## config.mk

```make
export PLATFORM = sky130hd
export DESIGN_NAME = power_monitor_alert_logic
export DESIGN_NICKNAME = d
export VERILOG_FILES = /design/src/rtl/pmon_pkg.sv /design/src/rtl/power_monitor_alert_logic.sv
export SDC_FILE = /design/constraint.sdc
export NUM_CORES = 1
export LEC_CHECK = 0
export BUFFER_PORTS_ARGS = -buffer_cell sky130_fd_sc_hd__buf_2
export CAP_MARGIN = 20
export CORE_MARGIN = 8
export CORE_UTILIZATION = 25
export CTS_BUF_LIST = sky130_fd_sc_hd__clkbuf_8
export CTS_CLUSTER_DIAMETER = 200
export DETAILED_ROUTE_END_ITERATION = 10
export PLACE_DENSITY = 0.46
export SLEW_MARGIN = 30
export SYNTH_ARGS = -nofsm -noshare
export SYNTH_HDL_FRONTEND = slang
export SYNTH_SLANG_ARGS = --single-unit
```

## constraint.sdc

```tcl
create_clock -name clk_sys -period 8.1 [get_ports clk_sys]
set_input_delay 0 -clock clk_sys [delete_from_list [all_inputs] [get_ports clk_sys]]
set_output_delay 0 -clock clk_sys [all_outputs]
set_load 0.1 [all_outputs]
```

## src/rtl/pmon_pkg.sv

```systemverilog
package pmon_pkg;
  // ****************************************
  // Register offsets (byte addresses)
  // ****************************************
  localparam logic [7:0] OFS_CONFIG = 8'h00;
  localparam logic [7:0] OFS_CONV_CFG = 8'h04;
  localparam logic [7:0] OFS_DIAG = 8'h08;
  localparam logic [7:0] OFS_LIMIT0 = 8'h0C;
  localparam int NUM_LIMITS = 6;
  // Limit index order
  localparam int LIM_CUR_LOW = 0;
  localparam int LIM_CUR_HIGH = 1;
  localparam int LIM_RAIL_HIGH = 2;
  localparam int LIM_RAIL_LOW = 3;
  localparam int LIM_HEAT = 4;
  localparam int LIM_POWER = 5;
  // ****************************************
  // Field positions
  // ****************************************
  localparam int CFG_SW_RESET_BIT = 15;
  localparam int DIAG_DONE_BIT = 6;
  localparam int DIAG_MATH_BIT = 7;
  localparam int DIAG_TRIM_BIT = 8;
  localparam int DIAG_ENERGY_BIT = 9;
  localparam int DIAG_CHARGE_BIT = 10;
  localparam int DIAG_AVG_BIT = 12;
  localparam int DIAG_POL_BIT = 13;
  localparam int DIAG_RDY_BIT = 14;
  localparam int DIAG_LATCH_BIT = 15;
  // ****************************************
  // Reset values and mode codes
  // ****************************************
  localparam logic [15:0] RST_CUR_LOW = 16'h8000;
  localparam logic [15:0] RST_POS_MAX = 16'h7FFF;
  localparam logic [15:0] RST_RAIL_LOW = 16'h0000;
  localparam logic [15:0] RST_HEAT = 16'hFFFF;
  localparam logic [1:0] MODE_SHUT = 2'h0;
  localparam logic [1:0] MODE_TRIG = 2'h1;
  localparam logic [1:0] MODE_CONT = 2'h2;

  typedef enum {ST_SHUT, ST_TRIG, ST_CONT} conv_state_type;

  typedef struct packed {
    logic [15:0] current;
    logic [15:0] rail;
    logic [15:0] heat;
    logic [15:0] power;
  } result_type;

  typedef struct packed {
    logic math;
    logic energy;
    logic charge;
  } ovf_event_type;
endpackage : pmon_pkg

```

## src/rtl/power_monitor_alert_logic.sv

```systemverilog
// The address map and the APB slave port were left to the implementer.
`timescale 1ns/1ps
module power_monitor_alert_logic
  import pmon_pkg::*;
(
  input wire logic clk_sys,
  input wire logic rst,
  input wire logic psel,
  input wire logic penable,
  input wire logic pwrite,
  input wire logic [7:0] paddr,
  input wire logic [31:0] pwdata,
  output logic [31:0] prdata,
  output logic pready,
  output logic pslverr,
  input wire logic sample_valid,
  input wire result_type sample,
  input wire logic cycle_done,
  input wire result_type average,
  input wire ovf_event_type ovf_event,
  input wire logic trim_ok,
  output logic conv_start,
  output logic conv_run,
  output logic alert_out,
  output logic alert_oe
);
  // ****************************************
  // Bus decode
  // ****************************************
  logic srst_r;
  logic rst_all;
  logic acc_done;
  logic wr_en;
  logic rd_en;
  logic [31:0] rd_word;
  logic rd_hit;
  logic diag_read;
  logic mode_write;
  logic [1:0] mode_wdata;
  logic [15:0] limit_r [NUM_LIMITS];
  logic [5:0] lim_flag_r;
  logic [5:0] lim_hit;
  logic done_flag_r;
  logic math_flag_r;
  logic energy_flag_r;
  logic charge_flag_r;
  logic trim_flag_r;
  logic latch_en_r;
  logic rdy_en_r;
  logic avg_en_r;
  logic pol_r;
  logic [1:0] mode_r;
  logic cmp_event;
  result_type cmp_data;
  logic alert_active;
  conv_state_type state_r;

  assign rst_all = rst | srst_r;
  assign acc_done = psel & penable & pready;
  assign wr_en = acc_done & pwrite;
  assign rd_en = acc_done & ~pwrite;
  assign diag_read = rd_en && paddr == OFS_DIAG;
  assign mode_write = wr_en && paddr == OFS_CONV_CFG;
  assign mode_wdata = pwdata[1:0];

  function automatic logic lim_sel(input logic [7:0] a, input int i);
    lim_sel = a == OFS_LIMIT0 + 8'(4 * i);
  endfunction : lim_sel

  // Signed compare for current and power, unsigned for rail and heat
  function automatic logic above(input logic [15:0] v, input logic [15:0] l, input logic sgn);
    above = sgn ? ($signed(v) > $signed(l)) : (v > l);
  endfunction : above

  always_comb begin
    rd_hit = 1'b1;
    rd_word = 32'h0000_0000;
    case (paddr)
      OFS_CONFIG: rd_word = 32'h0000_0000;
      OFS_CONV_CFG: rd_word = {30'h0000_0000, mode_r};
      OFS_DIAG: begin
        rd_word[5:0] = lim_flag_r;
        rd_word[DIAG_DONE_BIT] = done_flag_r;
        rd_word[DIAG_MATH_BIT] = math_flag_r;
        rd_word[DIAG_TRIM_BIT] = trim_flag_r;
        rd_word[DIAG_ENERGY_BIT] = energy_flag_r;
        rd_word[DIAG_CHARGE_BIT] = charge_flag_r;
        rd_word[DIAG_AVG_BIT] = avg_en_r;
        rd_word[DIAG_POL_BIT] = pol_r;
        rd_word[DIAG_RDY_BIT] = rdy_en_r;
        rd_word[DIAG_LATCH_BIT] = latch_en_r;
      end
      default: begin
        rd_hit = 1'b0;
        for (int i = 0; i < NUM_LIMITS; i++) begin
          if (lim_sel(paddr, i)) begin
            rd_hit = 1'b1;
            rd_word = {16'h0000, limit_r[i]};
          end
        end
      end
    endcase
  end

  // One wait state; answer registered, valid in any mode
  always_ff @(posedge clk_sys) begin
    if (rst_all) begin
      pready <= 1'b0;
      prdata <= 32'h0000_0000;
      pslverr <= 1'b0;
    end else begin
      pready <= psel & penable & ~pready;
      prdata <= (psel & penable & ~pready & ~pwrite & rd_hit) ? rd_word : 32'h0000_0000;
      pslverr <= psel & penable & ~pready & ~rd_hit;
    end
  end

  // Self-clearing pulse; reset only by the pin so it cannot hold itself
  always_ff @(posedge clk_sys) begin
    if (rst) begin
      srst_r <= 1'b0;
    end else begin
      srst_r <= wr_en && paddr == OFS_CONFIG && pwdata[CFG_SW_RESET_BIT];
    end
  end

  // ****************************************
  // Control registers
  // ****************************************
  always_ff @(posedge clk_sys) begin
    if (rst_all) begin
      limit_r[LIM_CUR_LOW] <= RST_CUR_LOW;
      limit_r[LIM_CUR_HIGH] <= RST_POS_MAX;
      limit_r[LIM_RAIL_HIGH] <= RST_POS_MAX;
      limit_r[LIM_RAIL_LOW] <= RST_RAIL_LOW;
      limit_r[LIM_HEAT] <= RST_HEAT;
      limit_r[LIM_POWER] <= RST_POS_MAX;
    end else begin
      for (int i = 0; i < NUM_LIMITS; i++) begin
        if (wr_en && lim_sel(paddr, i)) begin
          limit_r[i] <= pwdata[15:0];
        end
      end
    end
  end

  always_ff @(posedge clk_sys) begin
    if (rst_all) begin
      latch_en_r <= 1'b0;
      rdy_en_r <= 1'b0;
      avg_en_r <= 1'b0;
      pol_r <= 1'b0;
      mode_r <= MODE_SHUT;
    end else begin
      if (wr_en && paddr == OFS_DIAG) begin
        latch_en_r <= pwdata[DIAG_LATCH_BIT];
        rdy_en_r <= pwdata[DIAG_RDY_BIT];
        avg_en_r <= pwdata[DIAG_AVG_BIT];
        pol_r <= pwdata[DIAG_POL_BIT];
      end
      if (mode_write) begin
        mode_r <= mode_wdata;
      end else if (state_r == ST_TRIG && cycle_done) begin
        mode_r <= MODE_SHUT;
      end
    end
  end

  // ****************************************
  // Conversion sequencer
  // ****************************************
  always_ff @(posedge clk_sys) begin
    if (rst_all) begin
      state_r <= ST_SHUT;
      conv_start <= 1'b0;
      conv_run <= 1'b0;
    end else begin
      conv_start <= 1'b0;
      if (mode_write) begin
        // Restart even mid-cycle; the converter drops partial work
        conv_start <= mode_wdata == MODE_TRIG || mode_wdata == MODE_CONT;
        conv_run <= mode_wdata == MODE_TRIG || mode_wdata == MODE_CONT;
        case (mode_wdata)
          MODE_TRIG: state_r <= ST_TRIG;
          MODE_CONT: state_r <= ST_CONT;
          default: state_r <= ST_SHUT;
        endcase
      end else begin
        case (state_r)
          ST_SHUT: state_r <= ST_SHUT;
          ST_TRIG: begin
            if (cycle_done) begin
              state_r <= ST_SHUT;
              conv_run <= 1'b0;
            end
          end
          ST_CONT: conv_start <= cycle_done;
          default: state_r <= ST_SHUT;
        endcase
      end
    end
  end

  // ****************************************
  // Limit compare and status
  // ****************************************
  assign cmp_event = (state_r != ST_SHUT) && (avg_en_r ? cycle_done : sample_valid);
  assign cmp_data = avg_en_r ? average : sample;

  always_comb begin
    lim_hit[LIM_CUR_LOW] = above(limit_r[LIM_CUR_LOW], cmp_data.current, 1'b1);
    lim_hit[LIM_CUR_HIGH] = above(cmp_data.current, limit_r[LIM_CUR_HIGH], 1'b1);
    lim_hit[LIM_RAIL_HIGH] = above(cmp_data.rail, limit_r[LIM_RAIL_HIGH], 1'b0);
    lim_hit[LIM_RAIL_LOW] = above(limit_r[LIM_RAIL_LOW], cmp_data.rail, 1'b0);
    lim_hit[LIM_HEAT] = above(cmp_data.heat, limit_r[LIM_HEAT], 1'b0);
    lim_hit[LIM_POWER] = above(cmp_data.power, limit_r[LIM_POWER], 1'b1);
  end

  // Latched flags are sticky until a status read; a new hit wins over it
  always_ff @(posedge clk_sys) begin
    if (rst_all) begin
      lim_flag_r <= 6'h00;
    end else if (cmp_event) begin
      lim_flag_r <= latch_en_r && !diag_read ? lim_flag_r | lim_hit : lim_hit;
    end else if (diag_read && latch_en_r) begin
      lim_flag_r <= 6'h00;
    end
  end

  always_ff @(posedge clk_sys) begin
    if (rst_all) begin
      done_flag_r <= 1'b0;
    end else if (cycle_done && state_r != ST_SHUT) begin
      done_flag_r <= 1'b1;
    end else if (diag_read || (mode_write && mode_wdata != MODE_SHUT)) begin
      done_flag_r <= 1'b0;
    end
  end

  // Overflow flags clear on status read; a coincident event wins
  always_ff @(posedge clk_sys) begin
    if (rst_all) begin
      math_flag_r <= 1'b0;
      energy_flag_r <= 1'b0;
      charge_flag_r <= 1'b0;
      trim_flag_r <= 1'b0;
    end else begin
      math_flag_r <= ovf_event.math | (math_flag_r & ~diag_read);
      energy_flag_r <= ovf_event.energy | (energy_flag_r & ~diag_read);
      charge_flag_r <= ovf_event.charge | (charge_flag_r & ~diag_read);
      trim_flag_r <= trim_ok;
    end
  end

  // ****************************************
  // Alert pin
  // ****************************************
  // Overflow and health flags deliberately absent here
  assign alert_active = (|lim_flag_r) | (rdy_en_r & done_flag_r);

  // Pin low when asserted with polarity clear; high level from pull-up
  always_ff @(posedge clk_sys) begin
    if (rst_all) begin
      alert_oe <= 1'b0;
      alert_out <= 1'b0;
    end else begin
      alert_oe <= alert_active ^ pol_r;
      alert_out <= 1'b0;
    end
  end

  // ****************************************
  // Assertions
  // ****************************************
  property p_done_set;
    @(posedge clk_sys) disable iff (rst_all)
    cycle_done && state_r != ST_SHUT |=> done_flag_r;
  endproperty
  a_done_set: assert property (p_done_set) else $error("done flag not set");

  property p_done_clear;
    @(posedge clk_sys) disable iff (rst_all)
    diag_read && !cycle_done |=> !done_flag_r;
  endproperty
  a_done_clear: assert property (p_done_clear) else $error("done flag not cleared");

  property p_latch_hold;
    @(posedge clk_sys) disable iff (rst_all)
    latch_en_r && (|lim_flag_r) && !diag_read |=> (lim_flag_r & $past(lim_flag_r)) == $past(lim_flag_r);
  endproperty
  a_latch_hold: assert property (p_latch_hold) else $error("latched flag lost");

  property p_pol;
    @(posedge clk_sys) disable iff (rst_all)
    !(|lim_flag_r) && !(rdy_en_r && done_flag_r) ##1 !$past(srst_r) |-> alert_oe == $past(pol_r);
  endproperty
  a_pol: assert property (p_pol) else $error("idle alert level wrong");

  property p_alert_hit;
    @(posedge clk_sys) disable iff (rst_all)
    cmp_event && |lim_hit && !pol_r && !(wr_en && paddr == OFS_DIAG) |-> ##2 alert_oe;
  endproperty
  a_alert_hit: assert property (p_alert_hit) else $error("alert missed a limit");

  property p_od;
    @(posedge clk_sys) alert_out == 1'b0;
  endproperty
  a_od: assert property (p_od) else $error("alert pin driven high");

  property p_shut_stay;
    @(posedge clk_sys) disable iff (rst_all)
    state_r == ST_SHUT && !mode_write |=> state_r == ST_SHUT && !conv_start;
  endproperty
  a_shut_stay: assert property (p_shut_stay) else $error("left shutdown alone");

  property p_trig_back;
    @(posedge clk_sys) disable iff (rst_all)
    state_r == ST_TRIG && cycle_done && !mode_write |=> state_r == ST_SHUT && mode_r == MODE_SHUT;
  endproperty
  a_trig_back: assert property (p_trig_back) else $error("trigger did not return");

  property p_restart;
    @(posedge clk_sys) disable iff (rst_all)
    mode_write && mode_wdata == MODE_CONT |=> conv_start && conv_run;
  endproperty
  a_restart: assert property (p_restart) else $error("mode write no restart");

  property p_swreset;
    @(posedge clk_sys) disable iff (rst)
    wr_en && paddr == OFS_CONFIG && pwdata[CFG_SW_RESET_BIT] |=> ##1 limit_r[LIM_CUR_LOW] == RST_CUR_LOW;
  endproperty
  a_swreset: assert property (p_swreset) else $error("software reset ignored");

  property p_unlatched;
    @(posedge clk_sys) disable iff (rst_all)
    cmp_event && !latch_en_r && !(|lim_hit) |=> lim_flag_r == 6'h00;
  endproperty
  a_unlatched: assert property (p_unlatched) else $error("flag stuck unlatched");

  c_latched_read: cover property (@(posedge clk_sys) latch_en_r && |lim_flag_r ##1 diag_read);
  c_trig_cycle: cover property (@(posedge clk_sys) state_r == ST_TRIG ##[1:50] state_r == ST_SHUT);
  c_ready_alert: cover property (@(posedge clk_sys) rdy_en_r && done_flag_r && !(|lim_flag_r));
  c_cont_restart: cover property (@(posedge clk_sys) state_r == ST_CONT && cycle_done);
endmodule : power_monitor_alert_logic

```

==> run metrics <==
max-slew violations=0; Post-Route Utilization=31.0%; CP bufs+invs=2; vias in the first global route=8303; DP Worst Slack=4.66 ns; setup ws final=4.66 ns; slowest cell delay on critical path=0.65 ns; largest net degree at the start of global routing=50; Max clock buf depth=2; total congestion overflow=0; # fillers=3841; met3 Track Usage GR=3.35%; dominant synthesized flop cell=edfxtp_1; worst reg2reg startpoint=avg_en_r; VDD IR max=95.6 uV; Cells after Synth=961; met2 GRT Util=26.5%; CP top delay family=compound AO/OA/AOI/OAI gates; Worst Path Max Fanout=47; Worst Hold Launch=paddr[0]; setup violators final=0; Syn Std Cell Area=9280 um2; Area Overhead vs Synth=22.4%; YS warnings=0; met1 Use GR=18.4%; PortBufs=183; Final GP Congestion=0.874; post-route ant nets=0; Root Buffer=clkbuf_8; global routing's busiest layer=met2; Slew @ Worst Pin=0.968 ns; die boundary height=209 um; vias per cell=4.89; Slowest-stage cell, CP=dfxtp_4; internal power=0.00121 W; Total Wirelength=34.3 mm; hold_buf cts=24; per-cell routed wire length=21.0 um; Mean Syn Cell Area=9.66 um2; Seq/Total Area, Yosys=39.9%; Distinct cells, synth=67; die area=43600 um2; Tmin final=3.44 ns; Starting DRT DRC Count=431; first-pass GRT wire length=50.2 mm; Residual DRC=0; Worst EP arrival=3.76 ns; Setup crit start=avg_en_r; Setup crit end kind=register; Std-Cell Rows=70; layout cells sized above 1=24.1%; Post-DP HPWL=27.0 mm; deepest level of the CTS H-tree=4; core area=36600 um2; sequential share of power=46.5%; CTS sink cnt=137; RSZ-0062 raised after global routing=no; clk slew on worst S/H paths=0.08 ns; clock power share=39.8%; GRT Util Overall=15.2%; hold crit path type=input port to register; I/O pin total=217; PwrDens=144 nW/um2; max_cap viols=0; achievable frequency=291 MHz; initial antenna violation count=2; hold_ws=0.0306 ns; Sw Ratio=26.3%; setup TNS=0 ns; final net count=1433; Final Cycle Share=42.5%; power share of the combinational group=13.7%; cells along the critical path=buf_4, mux2i_1, inv_1, ha_1, o21ai_0, a21oi_1, o31ai_1, a21oi_1, a2111oi_0, o21ai_0; Via Count=7997; LEAKAGE=4.92 nW; kind of start point of the critical path=register; clock latency on the worst-skew pair=0.45 ns; clock skew=0.0136 ns; TritonCTS clock tree=yes; Psw=0.000432 W; post-synthesis async set-or-reset flop share=0%; Required @ worst endpoint=8.42 ns; clock buffer count from CTS=17; initial core utilization=25.4%; Final Hold Fails=0; Rel. slew slack=34.9%; EDFF count, synth=96; total setup buffers inserted after CTS=0; post-synthesis register bit count=137; Post-CTS Resized=0; CP Class=register to register; Die Width=209 um; outcome=completed; DR pass1 iterations=5
-- flip-flops by register name, indices dropped and copies added, names as in the netlist --
register,flops
energy_flag_r,1
prdata,16
lim_flag_r,6
limit_r,96
mode_r,2
srst_r,1
conv_start,1
math_flag_r,1
alert_oe,1
done_flag_r,1
conv_run,1
pready,1
pslverr,1
trim_flag_r,1
avg_en_r,1
state_r,2
rdy_en_r,1
charge_flag_r,1
latch_en_r,1
pol_r,1
-- cells by family after synthesis --
| family | count (synthesis) | share of synthesized area, % |
|---|---|---|
| compound gates | 212 | 14.3 |
| fa+ha+maj | 99 | 13.3 |
| mux | 74 | 8.41 |
| buf+inv | 161 | 7.56 |
| simple gates | 275 | 16.3 |
| other cells | 1 | 0.0404 |
| flops | 137 | 39.9 |
| xor+xnor | 2 | 0.189 |
-- power groups by stage --
stage / Combinational (W) / Sequential (W) / Clock (W)
final: 0.000224 / 0.000763 / 0.000652
after global routing: 0.000247 / 0.000764 / 0.000686
after CTS: 0.000227 / 0.000764 / 0.000661
after detailed placement: 0.000217 / 0.000780 / 0
after global placement: 0.000213 / 0.000780 / 0
after floorplan: 0.000130 / 0.000778 / 0
-- worst min-delay path: cells and delay by family --
| family | cells | cell delay (ns) |
|---|---|---|
| simple gates | 2 | 0.26 |
| buf+inv | 1 | 0.17 |
-- final timing paths --
path / slack, ns / endpoint / cells past startpoint
hold reg to reg: 0.46 / prdata[8] / 2
setup reg to reg: 4.66 / lim_flag_r[2] / 10
hold / removal: 0.03 / srst_r / 3
setup / recovery: 4.66 / lim_flag_r[2] / 10
-- synth_stat cells, drive strengths merged (4+ instances only) --
library cell | count | area [um2]
a211oi | 5 | 37.5
a21o | 13 | 97.6
a21oi | 69 | 345
a221oi | 7 | 61.3
a222oi | 8 | 80.1
a22oi | 12 | 90.1
a2bb2oi | 5 | 43.8
and2 | 14 | 87.6
and3 | 17 | 106
buf | 35 | 229
clkbuf | 25 | 93.8
dfxtp | 41 | 821
edfxtp | 96 | 2880
ha | 99 | 1240
inv | 100 | 375
mux2 | 32 | 360
mux2i | 42 | 420
nand2 | 67 | 254
nand3 | 21 | 105
nand4 | 16 | 100
nor2 | 40 | 168
nor2b | 5 | 31.3
nor3 | 14 | 80.1
nor4 | 6 | 43.8
nor4b | 6 | 71.3
o211ai | 7 | 52.6
o21a | 4 | 30.0
o21ai | 60 | 300
o31ai | 5 | 37.5
or2 | 16 | 100
or3 | 41 | 257
or4 | 4 | 37.5
-- metal layers --
layer  part of all wire (%)  wire, um
met4                    2.5       869
met5                  0.035        12
met3                    6.0      2070
met2                     49     16700
met1                     43     14600
-- through the flow --
stage | area, um2 | power (W) | std cells
CTS | 11400 | 0.00165 | 1636
floorplan | 9340 | 0.000908 | 977
global route | 11400 | 0.00170 | 1637
global placement | 10700 | 0.000993 | 1580
finish | 11400 | 0.00164 | 1637
detailed placement | 10700 | 0.000997 | 1580
-- cells in the final DEF (no fill, tap or decap), types with 5 or more instances in the layout --
master,count
edfxtp_1,96
a21oi_1,69
buf_4,12
or3_1,41
dlygate4sd3_1,24
dfxtp_1,40
a221oi_1,7
a21o_1,13
ha_1,99
nor3_1,12
or2_2,7
bufinv_16,5
a2bb2oi_1,5
o21ai_0,54
o211ai_1,7
a222oi_1,8
mux2i_1,42
a211oi_1,5
or2_1,9
conb_1,17
nand3_1,21
inv_1,101
nand2_1,66
nor2b_1,5
and2_1,14
nor4_1,5
nor2_1,35
o21ai_1,5
a22oi_1,12
mux2_2,32
clkbuf_8,18
buf_2,183
nand4_1,16
and3_1,17
-- area by class of cell --
class	count	area, um2	share of cell area [%]
diodes	1	2.50	0.0220
clock buffers	18	248	2.18
clock inverters	14	204	1.79
inverters	101	379	3.34
multi-input cells	679	4990	43.9
flip-flops and latches	137	3710	32.6
well taps	468	586	5.15
repair buffers	219	1250	11.0
No activity file was read; power rests on OpenSTA's default activity.
